===== src/hdl/mrba_pkg.sv =====
// package of constants and types for the management register bit access bank
// Summary of operation
// - read-only bits read back, ignore writes
// - override-gated bits readable, write gated by 16.15
// - override clear: gated bit writes discarded
// - override set: next write to a present register lands, override self-clears
// - read/write bits always readable and writable, except 16.15 written while the override is set: the self-clear wins
// - write-zero-only bits: write may only clear
// - reset loads every defined default value
// - strap pins sampled during reset as defaults
// - bits without default hold any value
// - every register is sixteen bits wide
package mrba_pkg;
	// ****************************************
	// geometry
	// ****************************************
	localparam int unsigned MRBA_DATA_W = 16;
	localparam int unsigned MRBA_ADDR_W = 5;
	localparam int unsigned MRBA_NREG = 32;
	localparam int unsigned MRBA_STRAP_W = 5;
	localparam logic [4:0] MRBA_OVR_REG = 5'h10;
	localparam int unsigned MRBA_OVR_BIT = 15;
	localparam logic [15:0] MRBA_UNMAPPED_RD = 16'hFFFF;
	// ****************************************
	// per-register bit type masks and defaults
	// ****************************************
	typedef struct packed {
		logic [15:0] rw_mask;
		logic [15:0] ovr_mask;
		logic [15:0] w0_mask;
		logic [15:0] strap_mask;
		logic [4:0] strap_lsb;
		logic [15:0] dflt;
		logic [15:0] has_dflt;
		logic present;
	} mrba_reg_attr_t;
	// one management access from the serial frame engine
	typedef struct packed {
		logic wr;
		logic rd;
		logic [4:0] addr;
		logic [15:0] data;
	} mrba_req_t;
	// generic attributes; real layouts are filled per register by the integrator
	function automatic mrba_reg_attr_t mrba_attr(input logic [4:0] a);
		mrba_reg_attr_t r;
		r = '0;
		r.present = (a <= 5'h13);
		r.has_dflt = 16'hFFFF;
		unique case (a)
			5'h00: begin
				r.rw_mask = 16'hFF80;
				r.dflt = 16'h3000;
			end
			5'h10: begin
				r.rw_mask = 16'h8000;
				r.ovr_mask = 16'h0F00;
				r.w0_mask = 16'h0010;
				r.strap_mask = 16'h001F;
				r.strap_lsb = 5'h00;
				r.dflt = 16'h0000;
				r.has_dflt = 16'hFFEF;
			end
			5'h12: begin
				r.rw_mask = 16'h00FF;
				r.w0_mask = 16'h8000;
				r.dflt = 16'h0000;
			end
			default: begin
				r.rw_mask = 16'h0000;
				r.dflt = 16'h0000;
			end
		endcase
		return r;
	endfunction : mrba_attr
endpackage : mrba_pkg

===== src/hdl/mrba_bank.sv =====
// register bank with per-bit access control and reset defaults
`timescale 1ns/1ps
`default_nettype none
module mrba_bank (
	// clock and reset
	input wire logic i_clk,
	input wire logic i_reset,
	input wire logic i_ce,
	// strap pins
	input wire logic [4:0] i_strap_pins,
	// management access
	input wire mrba_pkg::mrba_req_t i_req,
	// read answer and override flag
	output logic [15:0] o_rdata,
	output logic o_rvalid,
	output logic o_override
);
	// ****************************************
	// storage
	// ****************************************
	logic [15:0] regs_ff [mrba_pkg::MRBA_NREG];
	logic [15:0] nxt_regs [mrba_pkg::MRBA_NREG];
	logic [15:0] rdata_ff;
	logic [15:0] nxt_rdata;
	logic rvalid_ff;
	logic nxt_rvalid;
	logic [15:0] merged;
	mrba_pkg::mrba_reg_attr_t wattr;
	logic ovr_now;
	// read source as the bank sees it at the request edge, kept for the read check
	logic [15:0] rd_src;

	assign wattr = mrba_pkg::mrba_attr(i_req.addr);
	assign ovr_now = regs_ff[mrba_pkg::MRBA_OVR_REG][mrba_pkg::MRBA_OVR_BIT];
	assign rd_src = regs_ff[i_req.addr];

	mrba_bit_merge u_merge (
		.i_attr(wattr),
		.i_old(regs_ff[i_req.addr]),
		.i_wdata(i_req.data),
		.i_ovr(ovr_now),
		.o_new(merged)
	);

	// ****************************************
	// next state
	// ****************************************
	always_comb begin
		mrba_pkg::mrba_reg_attr_t a;
		a = '0;
		for (int i = 0; i < mrba_pkg::MRBA_NREG; i++) begin
			nxt_regs[i] = regs_ff[i];
		end
		nxt_rdata = rdata_ff;
		nxt_rvalid = 1'b0;
		if (i_reset) begin
			for (int i = 0; i < mrba_pkg::MRBA_NREG; i++) begin
				a = mrba_pkg::mrba_attr(5'(i));
				// bits with no default keep whatever they held; a strap level always wins
				nxt_regs[i] = (regs_ff[i] & ~a.has_dflt & ~a.strap_mask) | (a.dflt & a.has_dflt & ~a.strap_mask)
					| ((16'(i_strap_pins) << a.strap_lsb) & a.strap_mask);
			end
			nxt_rdata = 16'h0000;
		end else begin
			if (i_req.wr && wattr.present) begin
				nxt_regs[i_req.addr] = merged;
				// any write to a present register consumes the override, including one to another register
				if (ovr_now) begin
					nxt_regs[mrba_pkg::MRBA_OVR_REG][mrba_pkg::MRBA_OVR_BIT] = 1'b0;
				end
				if (ovr_now && i_req.addr == mrba_pkg::MRBA_OVR_REG) begin
					nxt_regs[mrba_pkg::MRBA_OVR_REG][mrba_pkg::MRBA_OVR_BIT] = 1'b0;
				end
			end
			if (i_req.rd) begin
				nxt_rdata = wattr.present ? regs_ff[i_req.addr] : mrba_pkg::MRBA_UNMAPPED_RD;
				nxt_rvalid = 1'b1;
			end
		end
	end

	always_ff @(posedge i_clk) begin
		if (i_ce) begin
			for (int i = 0; i < mrba_pkg::MRBA_NREG; i++) begin
				regs_ff[i] <= nxt_regs[i];
			end
			rdata_ff <= nxt_rdata;
			rvalid_ff <= nxt_rvalid;
		end
	end

	// output of the override flag is registered so o_ stays flop-driven
	logic override_ff;
	logic nxt_override;
	assign nxt_override = i_reset ? 1'b0 : nxt_regs[mrba_pkg::MRBA_OVR_REG][mrba_pkg::MRBA_OVR_BIT];
	always_ff @(posedge i_clk) begin
		if (i_ce) begin
			override_ff <= nxt_override;
		end
	end

	assign o_rdata = rdata_ff;
	assign o_rvalid = rvalid_ff;
	assign o_override = override_ff;

	// ****************************************
	// assertions: read-only and strap bits
	// ****************************************
	property p_ro_hold;
		@(posedge i_clk) disable iff (i_reset)
		(i_ce && i_req.wr && i_req.addr == 5'h01) |=> (regs_ff[1] == $past(regs_ff[1]));
	endproperty
	a_ro_hold: assert property (p_ro_hold) else $error("read-only register changed on write");
	property p_ro_strap;
		@(posedge i_clk) disable iff (i_reset)
		(i_ce && i_req.wr && i_req.addr == mrba_pkg::MRBA_OVR_REG)
			|=> (regs_ff[16][3:0] == $past(regs_ff[16][3:0]));
	endproperty
	a_ro_strap: assert property (p_ro_strap) else $error("strapped read-only bits changed on write");

	// ****************************************
	// assertions: override-gated bits
	// ****************************************
	// the gate is sampled before the write, so a write that sets 16.15 opens nothing yet
	property p_ovr_block;
		@(posedge i_clk) disable iff (i_reset)
		(i_ce && i_req.wr && i_req.addr == 5'h10 && !ovr_now)
			|=> (regs_ff[16][11:8] == $past(regs_ff[16][11:8]));
	endproperty
	a_ovr_block: assert property (p_ovr_block) else $error("gated bits changed without override");
	property p_ovr_pass;
		@(posedge i_clk) disable iff (i_reset)
		(i_ce && i_req.wr && i_req.addr == 5'h10 && ovr_now)
			|=> (regs_ff[16][11:8] == $past(i_req.data[11:8])) && !regs_ff[16][15];
	endproperty
	a_ovr_pass: assert property (p_ovr_pass) else $error("override write not applied or not cleared");
	// a write to an absent register never reaches the bank, so it leaves the override armed
	property p_ovr_selfclr;
		@(posedge i_clk) disable iff (i_reset)
		(i_ce && i_req.wr && wattr.present && ovr_now)
			|=> !regs_ff[mrba_pkg::MRBA_OVR_REG][mrba_pkg::MRBA_OVR_BIT];
	endproperty
	a_ovr_selfclr: assert property (p_ovr_selfclr) else $error("override did not self-clear");

	// ****************************************
	// assertions: read/write and write-zero-only bits
	// ****************************************
	property p_rw_write;
		@(posedge i_clk) disable iff (i_reset)
		(i_ce && i_req.wr && i_req.addr == 5'h12) |=> (regs_ff[18][7:0] == $past(i_req.data[7:0]));
	endproperty
	a_rw_write: assert property (p_rw_write) else $error("read/write bits not stored");
	property p_w0_noset;
		@(posedge i_clk) disable iff (i_reset)
		(i_ce && i_req.wr && i_req.addr == 5'h12 && !regs_ff[18][15]) |=> !regs_ff[18][15];
	endproperty
	a_w0_noset: assert property (p_w0_noset) else $error("write-zero-only bit was set");
	property p_w0_clear;
		@(posedge i_clk) disable iff (i_reset)
		(i_ce && i_req.wr && i_req.addr == mrba_pkg::MRBA_OVR_REG && !i_req.data[4])
			|=> !regs_ff[16][4];
	endproperty
	a_w0_clear: assert property (p_w0_clear) else $error("write-zero-only bit not cleared");
	property p_w0_noset16;
		@(posedge i_clk) disable iff (i_reset)
		(i_ce && i_req.wr && i_req.addr == mrba_pkg::MRBA_OVR_REG && !regs_ff[16][4])
			|=> !regs_ff[16][4];
	endproperty
	a_w0_noset16: assert property (p_w0_noset16) else $error("strapped write-zero-only bit was set");

	// ****************************************
	// assertions: reset
	// ****************************************
	// no disable here: these watch the reset cycles themselves
	property p_reset_dflt;
		@(posedge i_clk) (i_reset && i_ce) |=> (regs_ff[0] == 16'h3000);
	endproperty
	a_reset_dflt: assert property (p_reset_dflt) else $error("default not loaded");
	property p_strap;
		@(posedge i_clk) (i_reset && i_ce) |=> (regs_ff[16][4:0] == $past(i_strap_pins));
	endproperty
	a_strap: assert property (p_strap) else $error("strap not captured");
	property p_reset_out;
		@(posedge i_clk) (i_reset && i_ce)
			|=> (!o_rvalid && (o_rdata == 16'h0000) && !o_override);
	endproperty
	a_reset_out: assert property (p_reset_out) else $error("outputs not cleared by reset");

	// ****************************************
	// assertions: read path and clock enable
	// ****************************************
	property p_read_data;
		@(posedge i_clk) disable iff (i_reset)
		(i_ce && i_req.rd && wattr.present)
			|=> (o_rvalid && (o_rdata == $past(rd_src)));
	endproperty
	a_read_data: assert property (p_read_data) else $error("read data not the stored word");
	// absent registers answer all ones so a wrong address never looks like data
	property p_unmapped;
		@(posedge i_clk) disable iff (i_reset)
		(i_ce && i_req.rd && i_req.addr > 5'h13) |=> (o_rvalid && o_rdata == mrba_pkg::MRBA_UNMAPPED_RD);
	endproperty
	a_unmapped: assert property (p_unmapped) else $error("unmapped read not all ones");
	property p_rvalid_pulse;
		@(posedge i_clk) disable iff (i_reset)
		(i_ce && !i_req.rd) |=> !o_rvalid;
	endproperty
	a_rvalid_pulse: assert property (p_rvalid_pulse) else $error("read valid without a read");
	// a frozen edge must look like no edge at all, answer and storage alike
	property p_ce_freeze;
		@(posedge i_clk) disable iff (i_reset)
		!i_ce |=> (o_rvalid == $past(o_rvalid)) && (o_rdata == $past(o_rdata))
			&& (regs_ff[18] == $past(regs_ff[18]));
	endproperty
	a_ce_freeze: assert property (p_ce_freeze) else $error("state moved while clock enable low");

	// ****************************************
	// cover
	// ****************************************
	c_ovr_write: cover property (@(posedge i_clk) i_ce && i_req.wr && ovr_now);
	c_w0_clear: cover property (@(posedge i_clk) i_ce && i_req.wr && i_req.addr == 5'h10 && regs_ff[16][4] && !i_req.data[4]);
	c_read: cover property (@(posedge i_clk) i_ce && i_req.rd);
	c_unmapped: cover property (@(posedge i_clk) i_ce && i_req.rd && !wattr.present);
endmodule : mrba_bank
`default_nettype wire


===== src/hdl/mrba_bit_merge.sv =====
// per-bit write merge of one register
`timescale 1ns/1ps
`default_nettype none
module mrba_bit_merge (
	// attributes and data
	input wire mrba_pkg::mrba_reg_attr_t i_attr,
	input wire logic [15:0] i_old,
	input wire logic [15:0] i_wdata,
	input wire logic i_ovr,
	// merged value
	output logic [15:0] o_new
);
	logic [15:0] ovr_en;
	always_comb begin
		ovr_en = i_ovr ? i_attr.ovr_mask : 16'h0000;
		o_new = (i_old & ~(i_attr.rw_mask | ovr_en | i_attr.w0_mask))
			| (i_wdata & (i_attr.rw_mask | ovr_en))
			| (i_old & i_wdata & i_attr.w0_mask);
	end
endmodule : mrba_bit_merge
`default_nettype wire


===== config.mk =====
export PLATFORM = sky130hd
export DESIGN_NAME = mrba_bank
export DESIGN_NICKNAME = d
export VERILOG_FILES = /design/src/hdl/mrba_pkg.sv /design/src/hdl/mrba_bank.sv /design/src/hdl/mrba_bit_merge.sv
export SDC_FILE = /design/constraint.sdc
export NUM_CORES = 1
export LEC_CHECK = 0
export BUFFER_PORTS_ARGS = -buffer_cell sky130_fd_sc_hd__clkbuf_2
export CELL_PAD_IN_SITES_DETAIL_PLACEMENT = 1
export CELL_PAD_IN_SITES_GLOBAL_PLACEMENT = 1
export CORE_MARGIN = 2
export CORE_UTILIZATION = 45
export CTS_CLUSTER_SIZE = 10
export DETAILED_ROUTE_END_ITERATION = 10
export PLACE_DENSITY = 0.71
export SETUP_SLACK_MARGIN = 0.15
export SYNTH_ARGS = -nofsm -noshare
export SYNTH_HDL_FRONTEND = slang
export SYNTH_SLANG_ARGS = --single-unit

===== constraint.sdc =====
create_clock -name i_clk -period 32.7 [get_ports i_clk]
set_input_delay 0 -clock i_clk [delete_from_list [all_inputs] [get_ports i_clk]]
set_output_delay 0 -clock i_clk [all_outputs]
set_load 0.05 [all_outputs]

==> flow_summary.json <==
{
  "critPathArrivalTime_ps": 4890,
  "synth-xor-area-share_pct": 0,
  "num_antenna_cells": 0,
  "postLayoutCoreUtil_pct": 50.3,
  "layout-area-overhead-vs-synth_pct": 10.4,
  "r2r_slack_ps": 30220,
  "initial_utilization_pct": 45.5,
  "finalCritPeriodShare_pct": 14.3,
  "critPathKind": "in -> reg",
  "synth-simple-area-share_pct": 16.1,
  "mappedNetlistNets": 1965,
  "net_sw_power_uw": 362,
  "leakage_nw": 10.0,
  "synth_enable_flop_cells": 530,
  "timing.final.crit_period_ps": 4660,
  "rr_worst_depth": 6,
  "crit_fanout": 189,
  "synth_fa_ha_area_share_pct": 0,
  "yosysUniqueCellTypes": 50,
  "clock_tree_from_tritoncts": "yes",
  "stdcell_count": 2726,
  "netSwitchingFraction_pct": 23.7,
  "setup-violations-final": 0,
  "clkSlewWorstSetupHoldPaths_ps": 50,
  "grt_pass1_wl_mm": 100,
  "post_synth_instance_area_sq_um": 25000,
  "timing_hold_violations_final": 0,
  "place.detailed.instances": 2621,
  "cts_repair_resized_insts": 0,
  "drt_iter0_markers": 1217,
  "io_buffers": 48,
  "synthesized_instance_count": 1934,
  "worstMarginPinSlew_ps": 1290,
  "power_density_nw_per_um2": 55.3,
  "power.share.combinational_pct": 8.7,
  "drv_cap": 0,
  "post_synth.cell_area_avg_sq_um": 12.9,
  "antenna_found_initial": 0,
  "dieWidth_microns": 240,
  "cts_max_level": 2,
  "cts-buffers-inserted": 60,
  "tritoncts_num_sinks": 530,
  "core_area_sq_um": 55000,
  "p_clk_share_pct": 38.4,
  "finalWeightedCongestion": 0.862,
  "synth_compound_gate_area_share_pct": 6.21,
  "synth_async_sr_flop_share_pct": 0,
  "dp_hpwl_mm": 39.2,
  "max_clock_freq_mhz": 215,
  "worst_r2r_endpoint": "regs_ff[16][4]$_DFFE_PP_",
  "max-slew-margin-rel_pct": 14.2,
  "die_height_microns": 240,
  "clock_latency_ps": 620,
  "crit_path_start": "i_req[18]",
  "ys.flop_type": "sky130_fd_sc_hd__edfxtp_1",
  "grt.total_usage_pct": 23.0,
  "viasPerCell": 5.76,
  "num_io_pins": 49,
  "grt_pass1_vias": 16243,
  "number_of_placement_rows": 86,
  "timing.critical_path.to_type": "flip-flop",
  "postRouteAntennaNets": 0,
  "seq_power_share_pct": 52.9,
  "critical_path_required_ps": 32930,
  "drc_errors": 0,
  "detail_route.first_pass.iterations": 7,
  "synth_seq_area_share_pct": 63.6,
  "ys_ff_latch": 530,
  "critical_path.startpoint_type": "primary input",
  "floorplan.die_area_sq_um": 57500,
  "clock_tree.root_cell": "sky130_fd_sc_hd__clkbuf_16",
  "total_number_of_vias": 15710,
  "route.detailed.wl_per_inst_microns": 23.9,
  "grt_setup_unrepaired": "no",
  "crit-reg2reg-launch": "regs_ff[2][4]$_SDFFCE_PP0P_",
  "final-max-slew-violation-count": 0,
  "hold_path_startpoint": "i_reset",
  "run_status": "completed",
  "filler_cell_count": 5531,
  "int_pwr_mw": 1.17,
  "synth_top_family_by_area": "simple AND/OR/NAND/NOR gates",
  "max-vdd-ir-drop_uv": 45.7,
  "drive_gt1_share_pct": 14.3,
  "cts_buffer_depth": 3,
  "setup.worst_path.end": "regs_ff[3][7]$_SDFFCE_PP0P_",
  "wl_mm": 65.1,
  "hp_class": "in -> reg",
  "synth.yosys.warnings": 0,
  "fin_worst_skew_ps": 11.8,
  "totalNegativeSetupSlack_ps": 0,
  "total_grt_overflow": 0,
  "grt_start_max_net_pins": 221,
  "multiplexer_share_of_the_synthesized_area_pct": 11.1,
  "nets": 1994
}
-- critical path, stage by stage --
cell	delay [ps]
sky130_fd_sc_hd__clkbuf_2	90
sky130_fd_sc_hd__buf_4	240
sky130_fd_sc_hd__o21ai_1	970
sky130_fd_sc_hd__a21oi_1	300
sky130_fd_sc_hd__nor2b_4	620
sky130_fd_sc_hd__buf_4	710
sky130_fd_sc_hd__buf_12	620
sky130_fd_sc_hd__buf_4	960
-- routing by layer --
| layer | wire length [microns] | GRT usage (%) | up-vias |
|---|---|---|---|
| met1 | 29700 | 32.7 | 8047 |
| met2 | 29600 | 36.0 | 435 |
| li1 | - | - | 7133 |
| met3 | 3910 | 4.45 | 95 |
| met5 | 0 | 0 | - |
| met4 | 1780 | 6.63 | 0 |
-- logic make-up after synthesis --
group,Yosys count
and+or+nand+nor,777
DFF,530
muxes,265
AOI/OAI and AO/OA,223
buffers and inverters,139
-- cell usage in the layout (no fill, tap or decap), types with 7 or more instances in the layout --
cell type and instances:
sky130_fd_sc_hd__and2_1 253, sky130_fd_sc_hd__nor2_1 410, sky130_fd_sc_hd__or4_1 13, sky130_fd_sc_hd__mux2i_1 169, sky130_fd_sc_hd__mux2_2 94, sky130_fd_sc_hd__dlygate4sd3_1 28
sky130_fd_sc_hd__a31oi_1 12, sky130_fd_sc_hd__nor4_2 13, sky130_fd_sc_hd__clkbuf_1 8, sky130_fd_sc_hd__a22o_1 50, sky130_fd_sc_hd__nand2_1 19, sky130_fd_sc_hd__o22ai_1 126
sky130_fd_sc_hd__clkbuf_16 61, sky130_fd_sc_hd__nor3_1 7, sky130_fd_sc_hd__edfxtp_1 530, sky130_fd_sc_hd__buf_4 27, sky130_fd_sc_hd__clkbuf_2 47, sky130_fd_sc_hd__a21oi_1 13
-- synth_stat cells (all sizes together), types with 2 or more instances --
cell       n  area [sq um]
nand2b     4          25.0
o21bai     2          15.0
a21oi     13          65.1
mux2      96          1080
a22o      50           438
buf       79           529
nor2     415          1560
edfxtp   530         15900
nor4      22           264
clkbuf    59           223
or4       13          97.6
and2     253          1580
nand3      6          30.0
a21o       4          30.0
nor2b      6          37.5
o21ai      3          15.0
o21a       2          15.0
nand3b     2          15.0
nor3      12          85.1
o21ba      6          60.1
nand2     25           129
or2        2          12.5
mux2i    169          1690
or4b       4          43.8
o22ai    128           813
nand4bb    6          67.6
nand4b     4          53.8
a31oi     12          75.1
-- power groups by stage --
stage	clock network [mW]	logic [mW]	registers, mW
global route	0.623	0.144	0.812
CTS	0.601	0.134	0.807
global placement	0	0.128	0.818
floorplan	0	0.0881	0.850
detailed placement	0	0.130	0.821
finish	0.586	0.133	0.808
-- how the worst min path moves through the flow --
stage / to / slack (ps) / depth (start not counted)
CTS: o_rdata[4]$_SDFFCE_PP0P_ / 20 / 3
global route: o_rdata[4]$_SDFFCE_PP0P_ / 50 / 3
finish: o_rdata[4]$_SDFFCE_PP0P_ / 60 / 3
global placement: o_override$_SDFFCE_PP0P_ / 300 / 1
floorplan: o_override$_SDFFCE_PP0P_ / 110 / 0
detailed placement: regs_ff[16][4]$_DFFE_PP_ / 310 / 2
-- flip-flops by register name, indices dropped and copies added (netlist names) --
signal	count
o_rvalid	1
o_override	1
o_rdata	16
regs_ff	512
-- cell type report --
class	instances	area (sq um)	area share, %
Multi-Input combinational cell	1265	8410	30.4
Sequential cell	530	15900	57.6
Clock buffer	69	1560	5.63
Timing Repair Buffer	105	773	2.80
Clock inverter	8	40.0	0.145
Inverter	1	3.75	0.0136
Tap cell	748	936	3.39
-- timing repair --
| action | CTS | global route |
|---|---|---|
| buffers inserted | 0 | 0 |
| hold endpoints to repair | 55 | 0 |
| hold buffers | 28 | 0 |
-- through the flow --
stage / power [mW] / hold slack [ps] / setup slack, ps / cell area (sq um)
finish: 1.53 / 61.2 / 28040 / 27600
global route: 1.58 / 50.9 / 27700 / 27600
CTS: 1.54 / 15.2 / 28100 / 27600
detailed placement: 0.951 / 310 / 27470 / 25800
global placement: 0.946 / 298 / 27600 / 25800
floorplan: 0.938 / 112 / 8160 / 25000
Note: power is estimated with default switching activity, not from simulation.
